$ cat src/include/conv_timing_pkg.sv
package conv_timing_pkg;

	localparam logic [6:0] ADDR_DIGITAL_TIMING_SETUP = 7'h04;
	localparam logic [6:0] ADDR_ALTERNATE_SETUP      = 7'h05;

	localparam logic [7:0] RESET_DIGITAL_TIMING_SETUP = 8'h03;
	localparam logic [7:0] RESET_ALTERNATE_SETUP      = 8'h00;

	// Register words are 8 bits; the serial frame is command byte then data
	localparam int unsigned REG_WIDTH      = 8;
	localparam logic [3:0]  LAST_CMD_BIT   = 4'h7;
	localparam logic [3:0]  LAST_DATA_BIT  = 4'hf;

	// Period counts for each response-time code
	localparam int unsigned COUNT_WIDTH   = 16;
	localparam logic [15:0] PERIODS_192   = 16'h00c0;
	localparam logic [15:0] PERIODS_384   = 16'h0180;
	localparam logic [15:0] PERIODS_768   = 16'h0300;
	localparam logic [15:0] PERIODS_1536  = 16'h0600;
	localparam logic [15:0] PERIODS_3072  = 16'h0c00;
	localparam logic [15:0] PERIODS_5072  = 16'h13d0;

	// Conversion time is the period count over three sensor periods
	localparam logic [15:0] PERIOD_WEIGHT = 16'h0003;

	typedef struct packed {
		logic [3:0] sensor_floor_frequency;
		logic       reserved;
		logic [2:0] periods_per_conversion;
	} timing_setup_t;

	typedef struct packed {
		logic sclk;
		logic cs_n;
		logic sdi;
	} serial_pins_t;

	typedef enum logic [1:0] {
		SER_IDLE = 2'b00,
		SER_CMD  = 2'b01,
		SER_DATA = 2'b11
	} serial_state_t;

endpackage

$ cat src/conv_period_timer.sv
`timescale 1ns/1ps
module conv_period_timer #(
	parameter int unsigned WIDTH = 16
) (
	input  wire logic               i_sys_clk,
	input  wire logic               i_reset,
	input  wire logic               i_start,
	input  wire logic               i_sensor_tick,
	input  wire logic [WIDTH-1:0]   i_target,
	output logic                    o_busy,
	output logic                    o_done
);
	import conv_timing_pkg::*;

	logic [WIDTH-1:0] acc;
	logic [WIDTH-1:0] target;
	logic             busy;
	logic             done;
	logic [WIDTH-1:0] next_acc;
	logic [WIDTH-1:0] next_target;
	logic             next_busy;
	logic             next_done;
	logic [WIDTH:0]   acc_step;

	assign acc_step = {1'b0, acc} + {1'b0, PERIOD_WEIGHT[WIDTH-1:0]};

	// Each sensor period weighs three, so the run lasts target/3 periods
	always_comb begin
		next_acc    = acc;
		next_target = target;
		next_busy   = busy;
		next_done   = 1'b0;
		if (i_start && !busy) begin
			next_acc    = '0;
			next_target = i_target;
			next_busy   = 1'b1;
		end else if (busy && i_sensor_tick) begin
			if (acc_step >= {1'b0, target}) begin
				next_busy = 1'b0;
				next_done = 1'b1;
				next_acc  = '0;
			end else begin
				next_acc = acc_step[WIDTH-1:0];
			end
		end
	end

	always_ff @(posedge i_sys_clk) begin
		if (i_reset) begin
			acc    <= '0;
			target <= '0;
			busy   <= 1'b0;
			done   <= 1'b0;
		end else begin
			acc    <= next_acc;
			target <= next_target;
			busy   <= next_busy;
			done   <= next_done;
		end
	end

	assign o_busy = busy;
	assign o_done = done;

	property p_done_reaches_target;
		@(posedge i_sys_clk) disable iff (i_reset)
		o_done |-> ($past(acc_step) >= {1'b0, $past(target)})
			&& $past(busy) && $past(i_sensor_tick);
	endproperty
	a_done_reaches_target: assert property (p_done_reaches_target)
		else $error("conversion ended before its period count");

endmodule

$ cat src/inductive_conv_timing_config.sv
`timescale 1ns/1ps
// Function
// Timing setup register at 0x04, resets to 0x03.
// Bits 7:4 code lowest sensor frequency, 16 minus 8 MHz over it.
// Bits 2:0 select response time, sensor periods per conversion.
// Codes 010..110 give 192 doubling to 3072; 111 gives 5072.
// Host must never write response-time codes 000 or 001.
// Response time steers only resistance and standard inductance paths.
// Each affected conversion lasts response time over three sensor periods.
// Alternate setup register at 0x05, resets to 0x00.
// Timing field changes take effect only at next conversion start.
module inductive_conv_timing_config (
	input  wire logic                           i_sys_clk,
	input  wire logic                           i_reset,
	input  wire conv_timing_pkg::serial_pins_t  i_serial,
	output logic                                o_sdo,
	output logic                                o_sdo_oe_n,
	input  wire logic                           i_sensor_clk,
	input  wire logic                           i_conv_enable,
	output conv_timing_pkg::timing_setup_t      o_active_setup,
	output logic [15:0]                         o_periods_per_conversion,
	output logic [7:0]                          o_alternate_setup,
	output logic                                o_conv_busy,
	output logic                                o_conv_done
);
	import conv_timing_pkg::*;

	serial_pins_t  pins_meta;
	serial_pins_t  pins;
	logic          sclk_prev;
	logic [2:0]    sensor_sync;

	serial_state_t state;
	serial_state_t next_state;
	logic [3:0]    bit_cnt;
	logic [3:0]    next_bit_cnt;
	logic [6:0]    shift_in;
	logic [6:0]    next_shift_in;
	logic [7:0]    shift_out;
	logic [7:0]    next_shift_out;
	logic          is_read;
	logic          next_is_read;
	logic [6:0]    addr;
	logic [6:0]    next_addr;
	logic          sdo;
	logic          next_sdo;
	timing_setup_t digital_timing_setup;
	timing_setup_t next_digital_timing_setup;
	logic [7:0]    alternate_setup;
	logic [7:0]    next_alternate_setup;
	timing_setup_t active_setup;
	timing_setup_t next_active_setup;
	logic [15:0]   active_periods;
	logic [15:0]   next_active_periods;

	logic          sclk_rise;
	logic          sclk_fall;
	logic          sensor_tick;
	logic [7:0]    in_byte;
	logic [7:0]    read_data;
	logic          commit_write;
	logic          conv_start;
	logic          timer_busy;

	function automatic logic [15:0] periods_of(input logic [2:0] code);
		case (code)
			3'b011:  periods_of = PERIODS_384;
			3'b100:  periods_of = PERIODS_768;
			3'b101:  periods_of = PERIODS_1536;
			3'b110:  periods_of = PERIODS_3072;
			3'b111:  periods_of = PERIODS_5072;
			// Reserved codes fall back to the shortest count
			default: periods_of = PERIODS_192;
		endcase
	endfunction

	// Pins come from the host's domain: two flops before any use
	always_ff @(posedge i_sys_clk) begin
		if (i_reset) begin
			pins_meta   <= '{sclk: 1'b0, cs_n: 1'b1, sdi: 1'b0};
			pins        <= '{sclk: 1'b0, cs_n: 1'b1, sdi: 1'b0};
			sclk_prev   <= 1'b0;
			sensor_sync <= 3'b000;
		end else begin
			pins_meta   <= i_serial;
			pins        <= pins_meta;
			sclk_prev   <= pins.sclk;
			sensor_sync <= {sensor_sync[1:0], i_sensor_clk};
		end
	end

	assign sclk_rise   = pins.sclk && !sclk_prev;
	assign sclk_fall   = !pins.sclk && sclk_prev;
	assign sensor_tick = sensor_sync[1] && !sensor_sync[2];
	assign in_byte     = {shift_in, pins.sdi};

	always_comb begin
		case (in_byte[6:0])
			ADDR_DIGITAL_TIMING_SETUP: read_data = digital_timing_setup;
			ADDR_ALTERNATE_SETUP:      read_data = alternate_setup;
			default:                   read_data = 8'h00;
		endcase
	end

	assign commit_write = (state == SER_DATA) && sclk_rise && !is_read
		&& (bit_cnt == LAST_DATA_BIT);

	// Serial port: mode 0, command byte {read, addr[6:0]} then one data byte
	always_comb begin
		next_state                = state;
		next_bit_cnt              = bit_cnt;
		next_shift_in             = shift_in;
		next_shift_out            = shift_out;
		next_is_read              = is_read;
		next_addr                 = addr;
		next_sdo                  = sdo;
		next_digital_timing_setup = digital_timing_setup;
		next_alternate_setup      = alternate_setup;
		if (pins.cs_n) begin
			next_state   = SER_IDLE;
			next_bit_cnt = 4'h0;
			next_sdo     = 1'b0;
		end else begin
			case (state)
				SER_IDLE: begin
					if (bit_cnt == 4'h0) begin
						next_state = SER_CMD;
					end
				end
				SER_CMD: begin
					if (sclk_rise) begin
						next_shift_in = in_byte[6:0];
						next_bit_cnt  = bit_cnt + 4'h1;
						if (bit_cnt == LAST_CMD_BIT) begin
							next_state     = SER_DATA;
							next_is_read   = in_byte[7];
							next_addr      = in_byte[6:0];
							next_shift_out = read_data;
						end
					end
				end
				SER_DATA: begin
					if (sclk_fall && is_read) begin
						next_sdo       = shift_out[7];
						next_shift_out = {shift_out[6:0], 1'b0};
					end
					if (sclk_rise) begin
						next_shift_in = in_byte[6:0];
						next_bit_cnt  = bit_cnt + 4'h1;
						// Further bytes in the frame are ignored
						if (bit_cnt == LAST_DATA_BIT) begin
							next_state   = SER_IDLE;
							next_bit_cnt = bit_cnt;
						end
					end
					if (commit_write) begin
						if (addr == ADDR_DIGITAL_TIMING_SETUP) begin
							next_digital_timing_setup = in_byte;
						end
						if (addr == ADDR_ALTERNATE_SETUP) begin
							next_alternate_setup = in_byte;
						end
					end
				end
				default: next_state = SER_IDLE;
			endcase
		end
	end

	// Timing fields are copied only when a conversion starts
	assign conv_start = i_conv_enable && !timer_busy;

	always_comb begin
		next_active_setup   = active_setup;
		next_active_periods = active_periods;
		if (conv_start) begin
			next_active_setup   = digital_timing_setup;
			next_active_periods =
				periods_of(digital_timing_setup.periods_per_conversion);
		end
	end

	always_ff @(posedge i_sys_clk) begin
		if (i_reset) begin
			state                <= SER_IDLE;
			bit_cnt              <= 4'h0;
			shift_in             <= 7'h00;
			shift_out            <= 8'h00;
			is_read              <= 1'b0;
			addr                 <= 7'h00;
			sdo                  <= 1'b0;
			digital_timing_setup <= RESET_DIGITAL_TIMING_SETUP;
			alternate_setup      <= RESET_ALTERNATE_SETUP;
			active_setup         <= RESET_DIGITAL_TIMING_SETUP;
			active_periods       <= PERIODS_384;
		end else begin
			state                <= next_state;
			bit_cnt              <= next_bit_cnt;
			shift_in             <= next_shift_in;
			shift_out            <= next_shift_out;
			is_read              <= next_is_read;
			addr                 <= next_addr;
			sdo                  <= next_sdo;
			digital_timing_setup <= next_digital_timing_setup;
			alternate_setup      <= next_alternate_setup;
			active_setup         <= next_active_setup;
			active_periods       <= next_active_periods;
		end
	end

	// Only the resistance / standard inductance timer sees this count;
	// the high-resolution path has no input from it
	conv_period_timer #(
		.WIDTH (COUNT_WIDTH)
	) u_timer (
		.i_sys_clk     (i_sys_clk),
		.i_reset       (i_reset),
		.i_start       (conv_start),
		.i_sensor_tick (sensor_tick),
		.i_target      (periods_of(digital_timing_setup.periods_per_conversion)),
		.o_busy        (timer_busy),
		.o_done        (o_conv_done)
	);

	assign o_sdo                    = sdo;
	assign o_sdo_oe_n               = !(is_read && state == SER_DATA);
	assign o_active_setup           = active_setup;
	assign o_periods_per_conversion = active_periods;
	assign o_alternate_setup        = alternate_setup;
	assign o_conv_busy              = timer_busy;

	property p_timing_reset;
		@(posedge i_sys_clk) $past(i_reset) |-> digital_timing_setup == 8'h03;
	endproperty
	a_timing_reset: assert property (p_timing_reset)
		else $error("timing setup not 0x03 after reset");

	property p_alternate_reset;
		@(posedge i_sys_clk) $past(i_reset) |-> alternate_setup == 8'h00;
	endproperty
	a_alternate_reset: assert property (p_alternate_reset)
		else $error("alternate setup not 0x00 after reset");

	property p_write_timing;
		@(posedge i_sys_clk) disable iff (i_reset)
		(commit_write && addr == 7'h04)
			|=> digital_timing_setup == $past(in_byte);
	endproperty
	a_write_timing: assert property (p_write_timing)
		else $error("write to timing setup not stored");

	property p_write_alternate;
		@(posedge i_sys_clk) disable iff (i_reset)
		(commit_write && addr == 7'h05)
			|=> alternate_setup == $past(in_byte);
	endproperty
	a_write_alternate: assert property (p_write_alternate)
		else $error("write to alternate setup not stored");

	property p_hold_mid_conversion;
		@(posedge i_sys_clk) disable iff (i_reset)
		!conv_start |=> $stable(active_setup) && $stable(active_periods);
	endproperty
	a_hold_mid_conversion: assert property (p_hold_mid_conversion)
		else $error("active timing changed during a conversion");

	property p_take_at_start;
		@(posedge i_sys_clk) disable iff (i_reset)
		conv_start |=> active_setup == $past(digital_timing_setup);
	endproperty
	a_take_at_start: assert property (p_take_at_start)
		else $error("setup not taken at conversion start");

	property p_default_count;
		@(posedge i_sys_clk) disable iff (i_reset)
		(active_setup.periods_per_conversion == 3'b011)
			|-> active_periods == 16'd384;
	endproperty
	a_default_count: assert property (p_default_count)
		else $error("code 011 does not give 384 periods");

	property p_top_count;
		@(posedge i_sys_clk) disable iff (i_reset)
		(active_setup.periods_per_conversion == 3'b111)
			|-> active_periods == 16'd5072;
	endproperty
	a_top_count: assert property (p_top_count)
		else $error("code 111 does not give 5072 periods");

	property p_field_code;
		@(posedge i_sys_clk) disable iff (i_reset)
		conv_start |=> o_periods_per_conversion
			== periods_of($past(digital_timing_setup[2:0]));
	endproperty
	a_field_code: assert property (p_field_code)
		else $error("response field not taken from bits 2:0");

endmodule

$ cat config.mk
export PLATFORM = sky130hd
export DESIGN_NAME = inductive_conv_timing_config
export DESIGN_NICKNAME = d
export VERILOG_FILES = /design/src/include/conv_timing_pkg.sv /design/src/conv_period_timer.sv /design/src/inductive_conv_timing_config.sv
export SDC_FILE = /design/constraint.sdc
export NUM_CORES = 1
export LEC_CHECK = 0
export BUFFER_PORTS_ARGS = -buffer_cell sky130_fd_sc_hd__buf_2
export CORE_MARGIN = 2
export CORE_UTILIZATION = 60
export DETAILED_ROUTE_END_ITERATION = 7
export GPL_ROUTABILITY_DRIVEN = 0
export GPL_TIMING_DRIVEN = 0
export PLACE_DENSITY_LB_ADDON = 0.25
export SKIP_CTS_REPAIR_TIMING = 1
export SYNTH_ARGS = -nofsm -noshare
export SYNTH_HDL_FRONTEND = slang
export SYNTH_HIERARCHICAL = 1
export SYNTH_SLANG_ARGS = --single-unit
$ cat constraint.sdc
create_clock -name i_sys_clk -period 4.1 [get_ports i_sys_clk]
set_input_delay 0.205 -clock i_sys_clk [delete_from_list [all_inputs] [get_ports i_sys_clk]]
set_output_delay 0.205 -clock i_sys_clk [all_outputs]
set_load 0.03 [all_outputs]
======== Word level (Yosys, flattened, before mapping) ========
Index checks and enable logic that the tools add are counted.
operators by class
  multiplexer cells ....................... 21
  $lt $le $gt $ge ......................... 1
  bitwise operators ....................... 2
  $add $sub $neg .......................... 2
  reductions and logical operators ........ 35
  equal/unequal tests ..................... 20
operator list
  operator               number
  $pmux 13 s5            1
  $pmux 8 s2             2
  $eq 7x3->1 const B     4
  $mux 8                 3
  $add 16x2->17 const B  1
  $ge 17x16->1           1
  $mux 16                1
  $reduce_and 4->1       4
  $eq 3x3->1 const B     4
  $mux 4                 3
  $logic_and 1x1->1      11
  $mux 2                 5
  $ne 2x2->1 const B     5
  $reduce_and 5->1       2
  $pmux 4 s2             1
  $logic_not 1->1        6
  $pmux 2 s3             1
  $reduce_bool 2->1      3
  $reduce_or 2->1        3
  $add 4x1->4 const B    1
  $eq 4x3->1 const B     1
  $eq 4x4->1 const B     1
  $logic_not 4->1        1
  $mux 1                 4
  other kinds (9)        12
word-level totals
  input bits .............................. 7
  output and inout bits ................... 36
  register bits after elaboration ......... 114
  logic and storage cells ................. 108

======== Logic depth before layout (Yosys ltp) ========
Gate-level depths: netlist of the first run.
  depth after elaboration ................. 6
  mapped depth ............................ 14
  mapped depth without buffers ............ 13

======== By module ========
Netlist of the first run, hierarchy kept.
modules (own cells, without submodules)
  module                        area an instance (um^2)  instances  cells each  sequential area each (um^2)
  inductive_conv_timing_config  2931.6                   1          321         1421.4
  conv_period_timer             2087.0                   1          274         680.7

======== Worst setup path after synthesis of the first run ========
Ideal clock, no wire load.
  path kind ............................... reg-to-reg
  start ................................... register u_timer.acc[0]
  end ..................................... register u_timer.acc[12]
  arrival ................................. 2.845 ns
  clock period less this slack ............ 2.922 ns
  cell stages (with the launch flop) ...... 15
  setup slack ............................. 1.178 ns
  path buffers ............................ 1
  path through ............................ dfxtp_1 inv_1 ha_1 and2b_1 nand4_1 nor3_1 xnor2_1 ha_1 a21o_1 a21oi_1 o41ai_2 a211oi_2 buf_6 nand4_2 o22ai_1
on the way
  cells in the longest elaborated chain, start to end .. 3
RTL lines
  item                    line                     source
  from (decl)             conv_period_timer.sv:15  logic [WIDTH-1:0] acc;
  from (signal assigned)  conv_period_timer.sv:55  acc <= next_acc;
  $add 16x2->17 (*)       conv_period_timer.sv:25  assign acc_step = {1'b0, acc} + {1'b0, PERIOD_WEIGHT[WIDTH-1:0]};
  $ge 17x16->1            conv_period_timer.sv:38  if (acc_step >= {1'b0, target}) begin
  $mux 16 (*)             conv_period_timer.sv:38
Every way passes the cells marked *; elsewhere a longest branch is shown, timed or not.
A chain may end at the register's enable or synchronous reset.

======== Worst setup path in the final report of the first run ========
  start ................................... register u_timer.acc[0]
  end ..................................... register u_timer.acc[7]
Same word-level chain as after synthesis.

==> results of run 1 <==
cells in the final DEF, fill, tap and decap left out, types with 3 or more instances in the layout:
cell type	n
and3_1	3
buf_2	39
nand4_1	14
clkbuf_1	21
clkbuf_8	9
conb_1	16
xnor2_1	12
buf_4	9
ha_1	19
nor2_1	41
nor2b_1	12
nand3b_1	5
a31oi_1	3
o22ai_1	7
a21oi_1	53
o21ai_0	20
xor2_1	4
a41oi_1	7
or2_2	3
mux2i_1	32
nor3_1	8
nand3_1	14
dfxtp_1	105
o22a_1	7
and2_1	4
a21o_1	3
nand2_1	102
inv_1	31
nand2b_1	12
worst max-delay path, cell delays in order, from the launching register on:
cell and delay (ps):
dfxtp_1 410, inv_1 90, ha_1 250, and2b_1 320
nand4_1 240, nor3_1 330, xnor2_1 170, ha_1 270
a21o_1 190, a21oi_1 180, o41ai_2 120, a211oi_2 220
buf_6 200, nand4_2 240, o22ai_1 250
where the power goes:
part	switching, W	internal (W)
registers	0.00000980	0.00104
clock network	0.000398	0.000244
logic	0.000110	0.0000553
final timing paths:
check / start / to / cells after the start
worst max register to register: u_timer/acc[0]$_SDFFE_PP0P_ / u_timer/acc[7]$_SDFFE_PP0P_ / 14
worst max-delay path: u_timer/acc[0]$_SDFFE_PP0P_ / u_timer/acc[7]$_SDFFE_PP0P_ / 14
worst min register to register: pins_meta[1]$_SDFF_PP1_ / pins[1]$_SDFF_PP1_ / 1
worst min-delay path: i_serial[2] / pins_meta[2]$_SDFF_PP0_ / 2
through the flow:
step / utilization [%] / cell area, µm² / hold WS (ps) / setup slack, ps
global route: 68.4 / 5590 / 29.9 / 368
global placement: 65.8 / 5380 / 391 / 714
finish: 68.4 / 5590 / 33.7 / 571
CTS: 68.3 / 5580 / -5.74 / 628
detailed placement: 65.8 / 5380 / 391 / 675
floorplan: - / 5070 / 309 / 1180
area by class of cell:
cell class                 instances  share of cell area, %
clock buffer                       9                   2.22
inverter                          31                   2.08
clock inverter                     7                   1.45
tap                              105                   2.35
sequential                       105                   37.6
buffer                            38                   3.40
multi-input combinational        436                   47.7
timing repair buffer              35                   3.22
flip-flops by register name (all words and copies together), names as in the netlist:
name,cells
addr,7
bit_cnt,4
digital_timing_setup,8
in_byte,1
is_read,1
o_active_setup,8
o_alternate_setup,8
o_periods_per_conversion,7
o_sdo,1
pins,2
pins_meta,3
sclk_prev,1
sensor_sync,3
shift_in,7
shift_out,8
state,2
u_timer/acc,16
u_timer/o_busy,1
u_timer/o_done,1
u_timer/target,16
layer usage:
metal	share of wire [%]	vias up	global-route usage, %
met3	4.4	23	4.66
li1	-	2145	-
met1	41	2044	29.3
met4	2.0	0	9.29
met5	0	-	0
met2	52	107	48.3
logic make-up after synthesis:
| family | after synthesis | synth area share, % |
|---|---|---|
| xor+xnor | 16 | 2.79 |
| flops | 105 | 41.9 |
| buf+inv | 69 | 6.11 |
| fa+ha+maj | 19 | 4.74 |
| other cells | 1 | 0.0747 |
| compound gates | 112 | 13.6 |
| simple gates | 241 | 24.4 |
| mux | 32 | 6.38 |
==> metrics.md, run 1 <==
| Metric | Value |
|---|---|
| Die X | 95.5 µm |
| DR iter-0 viols | 209 |
| Number of enable flip-flop cells after synthesis | 0 |
| Synth Register Bits | 105 |
| Root Driver | clkbuf_8 |
| Clk buf depth | 2 |
| Worst-margin pin slew | 800 ps |
| Fin crit period | 3530 ps |
| Top cells by area, synth | dfxtp_1 (42%), nand2_1 (7.6%), mux2i_1 (6.4%) |
| Main flop type after synthesis | dfxtp_1 |
| Clk_lat worst skew | 380 ps |
| Post-DRT Antenna Nets | 0 |
| YS warnings | 6 |
| CP Launch Type | register |
| Number of placed instances, taps included | 749 |
| Row cnt | 33 |
| Antenna diode count | 0 |
| Final non-filler cell total | 766 |
| Vias post-DR | 4319 |
| Nets | 682 |
| WP data required | 4390 ps |
| Final setup vio count | 0 |
| Full die area | 0.00911 mm² |
| CP max FO | 10 |
| Tot GR Track Use | 25.9% |
| Max Cap Violations | 0 |
| Crit end category | register |
| Max Slew Vio Count | 0 |
| Largest net degree at the start of global routing | 22 |
| Number of CTS-inserted buffers | 9 |
| Worst Hold Class | in2reg |
| Fmax | 283 MHz |
| CP arrival | 3820 ps |
| Clock transition at path regs | 110 ps |
| Leakage | 2.18 nW |
| Post-DP HPWL | 8200 µm |
| Post-synth top cells | dfxtp_1 (105), nand2_1 (102), a21oi_1 (53) |
| Ys async rst share | 0% |
| Fillers | 692 |
| Power per Cell Area | 331 mW/mm² |
| Number of global-route vias before repair | 4095 |
| Leading area contributor after synthesis | dfxtp_1 |
| Setup TNS | 0 ps |
| Sequential area share after synthesis | 41.9% |
| First-pass GRT wire length | 18500 µm |
| Total Power | 0.00185 W |
| # IOs | 43 |
| Final hold vios | 0 |
| Synthesized area | 0.00502 mm² |
| Most frequent cell after synthesis | dfxtp_1 |
| Die Height | 95.5 µm |
| Layout cell share with drive strength beyond 1 | 12.4% |
| Max IR drop VDD | 0.257 mV |
| Setup CP Type | reg2reg |
| Total grt overflow | 0 |
| TritonRoute pass-1 iters | 5 |
| WL/cell | 14.7 µm |
| Top-area cell type share of the netlist area | 41.9% |
| CTS tree | yes |
| Avg Cell Area, Syn | 8.43 µm² |
| H-tree level count | 3 |
| Clock skew | 10.9 ps |
| Synth-to-layout area growth | 11.4% |
| DRT Wirelength | 11300 µm |
| R2R setup slack | 570 ps |
| Rel. slew slack | 46.3% |
| Clock sinks | 105 |
| Port bufs | 34 |
| Syn Inst Count | 595 |
| RSZ-0062 raised after global routing | no |
| Post-synth cell types | 55 |
| Final period utilization | 86.1% |
| Core box area | 0.00818 mm² |
| Antenna violations before repair | 0 |
| Initial core utilization | 61.4% |
| Outcome | complete, no violations |
| Via density | 5.64 |
| Residual DRC | 0 |
| Flip-flop and latch area | 0.00210 mm² |
| Multi-input gate area | 0.00267 mm² |
No activity file was read; power rests on OpenSTA's default activity.
==> run 2: changes to the inputs <==
--- a/config.mk
+++ b/config.mk
@@ -7,7 +7,7 @@
 export LEC_CHECK = 0
 export BUFFER_PORTS_ARGS = -buffer_cell sky130_fd_sc_hd__buf_2
 export CORE_MARGIN = 2
-export CORE_UTILIZATION = 60
+export CORE_UTILIZATION = 55
 export DETAILED_ROUTE_END_ITERATION = 7
 export GPL_ROUTABILITY_DRIVEN = 0
 export GPL_TIMING_DRIVEN = 0
@@ -15,5 +15,4 @@
 export SKIP_CTS_REPAIR_TIMING = 1
 export SYNTH_ARGS = -nofsm -noshare
 export SYNTH_HDL_FRONTEND = slang
-export SYNTH_HIERARCHICAL = 1
 export SYNTH_SLANG_ARGS = --single-unit
==> metrics.md, run 2 <==
| Metric | Value |
|---|---|
| Antenna diode count | 0 (unchanged) |
| CTS tree | yes |
| CP max stage cell | dfxtp_1 |
| Number of enable flip-flop cells after synthesis | 0 (unchanged) |
| # IOs | 43 (unchanged) |
| Root Driver | clkbuf_8 |
| H-tree level count | 3 (unchanged) |
| Hold slack | 53.2 ps (+19.5 ps) |
| CP arrival | 3580 ps (-240 ps) |
| Ys async rst share | 0% (unchanged) |
| Max reg flops | 16 |
| Row cnt | 31 (-6.1%) |
| Via density | 5.35 (-5.2%) |
| Full die area | 0.00834 mm² (-8.4%) |
| Max Slew Vio Count | 0 (unchanged) |
| CP max FO | 10 (unchanged) |
| Post-DP HPWL | 6400 µm (-22%) |
| Avg Cell Area, Syn | 8.67 µm² (+2.8%) |
| Number of CTS-inserted buffers | 9 (unchanged) |
| TritonRoute pass-1 iters | 7 (+2) |
| Outcome | complete, no violations |
| Initial core utilization | 57.2% (-4.2 points) |
| Setup TNS | 0 ps (unchanged) |
| Total grt overflow | 0 (unchanged) |
| Fillers | 646 (-6.6%) |
| WP data required | 4330 ps (-60 ps) |
| DR iter-0 viols | 202 (-3.3%) |
| First-pass GRT wire length | 15100 µm (-19%) |
| Worst-margin pin slew | 1020 ps (+224 ps) |
| Top-area cell type share of the netlist area | 43.4% (+1.5 points) |
| CP Launch Type | register |
| Final period utilization | 81.6% (-4.5 points) |
| Crit end category | register |
| Power per Cell Area | 336 mW/mm² (+1.3%) |
| Synth Register Bits | 91 (-13%) |
| Clock skew | 11.5 ps (+0.620 ps) |
| CP Cell Sequence | inv_1 > ha_1 > buf_4 > nor2_1 > nand3_1 > xnor2_1 > ha_1 > nand4_1 > a211o_1 > a41o_1 > and4_1 > buf_2 > buf_6 > a22oi_1 > nor2_1 |
| Number of global-route vias before repair | 3161 (-23%) |
| Post-synth top cells | dfxtp_1 (91), nor2_1 (63), nand2_1 (54) |
| Port bufs | 33 (-2.9%) |
| Clk_lat worst skew | 360 ps (-20 ps) |
| Leakage | 1.95 nW (-10%) |
| Largest net degree at the start of global routing | 19 (-14%) |
| Final hold vios | 0 (unchanged) |
| Most frequent cell after synthesis | dfxtp_1 |
| Total Power | 0.00158 W (-15%) |
| Commonest cells after routing, fill and taps aside | dfxtp_1 (91), nor2_1 (63), nand2_1 (54) |
| RSZ-0062 raised after global routing | no |
| WL/cell | 14.0 µm (-4.7%) |
| Antenna violations before repair | 0 (unchanged) |
| Layout cell share with drive strength beyond 1 | 14.6% (+2.2 points) |
| Sequential area share after synthesis | 43.4% (+1.5 points) |
| Commonest non-fill, non-tap cell in the layout | dfxtp_1 |
| Clock sinks | 91 (-13%) |
| Fin crit period | 3350 ps (-183 ps) |
| Leading area contributor after synthesis | dfxtp_1 |
| Synthesized area | 0.00420 mm² (-16%) |
| YS warnings | 0 (-6) |
| Post-DRT Antenna Nets | 0 (unchanged) |
| Largest stage delay, worst path | 460 ps (+50 ps) |
| Tot GR Track Use | 22.5% (-3.4 points) |
| Final setup vio count | 0 (unchanged) |
| Clk buf depth | 2 (unchanged) |
| Final Cell Area | 0.00470 mm² (-16%) |
| Top cells by area, synth | dfxtp_1 (43%), mux2i_1 (11%), nor2_1 (5.6%) |
| Vias post-DR | 3416 (-21%) |
| Largest Register | u_timer.acc |
| Post-Place Cell Area | 0.00451 mm² (-16%) |
| Max Cap Violations | 0 (unchanged) |
| Syn Inst Count | 484 (-19%) |
| Synth-to-layout area growth | 12.0% |
| Fmax | 299 MHz (+5.5%) |
| Clock transition at path regs | 100 ps (about the same) |
| Nets | 554 (-19%) |
| Rel. slew slack | 31.3% (-15 points) |
| Die X | 91.3 µm (-4.3%) |
| Residual DRC | 0 (unchanged) |
| Worst Hold Class | in2reg |
| Max IR drop VDD | 0.204 mV (-21%) |
| Setup CP Type | reg2reg |
| DRT Wirelength | 8960 µm (-21%) |
| Core box area | 0.00733 mm² (-10%) |
| Post-synth cell types | 45 (-18%) |
| Die Height | 91.3 µm (-4.3%) |
| Main flop type after synthesis | dfxtp_1 |
==> run 2: cell families (layout without fill, tap and decap cells) <==
family	after synthesis	count (layout)	share of synthesized area, %
buffers and inverters	59	108	7.01
xor gates and xnor gates	14	14	2.92
and+or+nand+nor	204	204	24.1
other	1	8	0.0894
AOI/OAI and AO/OA	56	56	7.66
muxes	47	47	11.2
adders and majority gates	12	12	3.58
DFF	91	91	43.4
==> run 2: cell type report <==
| type | instances | area, µm² | share of cell area, % |
|---|---|---|---|
| inverter | 14 | 52.6 | 1.12 |
| tap | 99 | 124 | 2.64 |
| sequential | 91 | 1820 | 38.8 |
| clock buffer | 9 | 124 | 2.64 |
| multi-input combinational | 341 | 2110 | 44.8 |
| clock inverter | 7 | 65.1 | 1.38 |
| buffer | 45 | 241 | 5.14 |
| timing repair buffer | 33 | 165 | 3.51 |
==> run 2: layer usage <==
layer	part of all wire, %	track usage, %	up-vias
met4	1.4	8.59	0
met3	4.0	3.65	9
met1	50	31.7	1614
met2	44	34.8	76
li1	-	-	1717
met5	0	0	-
==> run 2: final timing paths <==
check | slack, ps | start | end | depth (start not counted)
max | 750 | u_timer.acc[0]$_SDFFE_PP0P_ | u_timer.acc[4]$_SDFFE_PP0P_ | 15
min | 50 | i_serial[1] | pins_meta[1]$_SDFF_PP1_ | 2
max reg2reg | 750 | u_timer.acc[0]$_SDFFE_PP0P_ | u_timer.acc[4]$_SDFFE_PP0P_ | 15
min reg2reg | 410 | pins_meta[1]$_SDFF_PP1_ | pins[1]$_SDFF_PP1_ | 1
==> run 2: through the flow <==
| stage | utilization (%) | instances | setup WS, ps |
|---|---|---|---|
| finish | 64.1 | 639 | 754 |
| global placement | 61.5 | 623 | 934 |
| floorplan | - | 491 | 1250 |
| detailed placement | 61.5 | 623 | 862 |
| CTS | 64.1 | 639 | 792 |
| global route | 64.1 | 639 | 522 |
==> run 2: critical path, delay by kind of cell (launching register included) <==
family | cells | cell delay (ps)
AND/OR/NAND/NOR | 5 | 840
AO/OA/AOI/OAI | 3 | 630
buffers and inverters | 4 | 590
adder cells (fa/ha/maj) | 2 | 500
flip-flops | 1 | 460
XOR/XNOR | 1 | 190
==> run 2: where the power goes <==
group / switching (W) / internal [W] / leakage, nW
sequential: 0.00000457 / 0.000892 / 0.736
clock: 0.000354 / 0.000237 / 0.0947
combinational: 0.0000609 / 0.0000294 / 1.12
total: 0.000420 / 0.00116 / 1.95
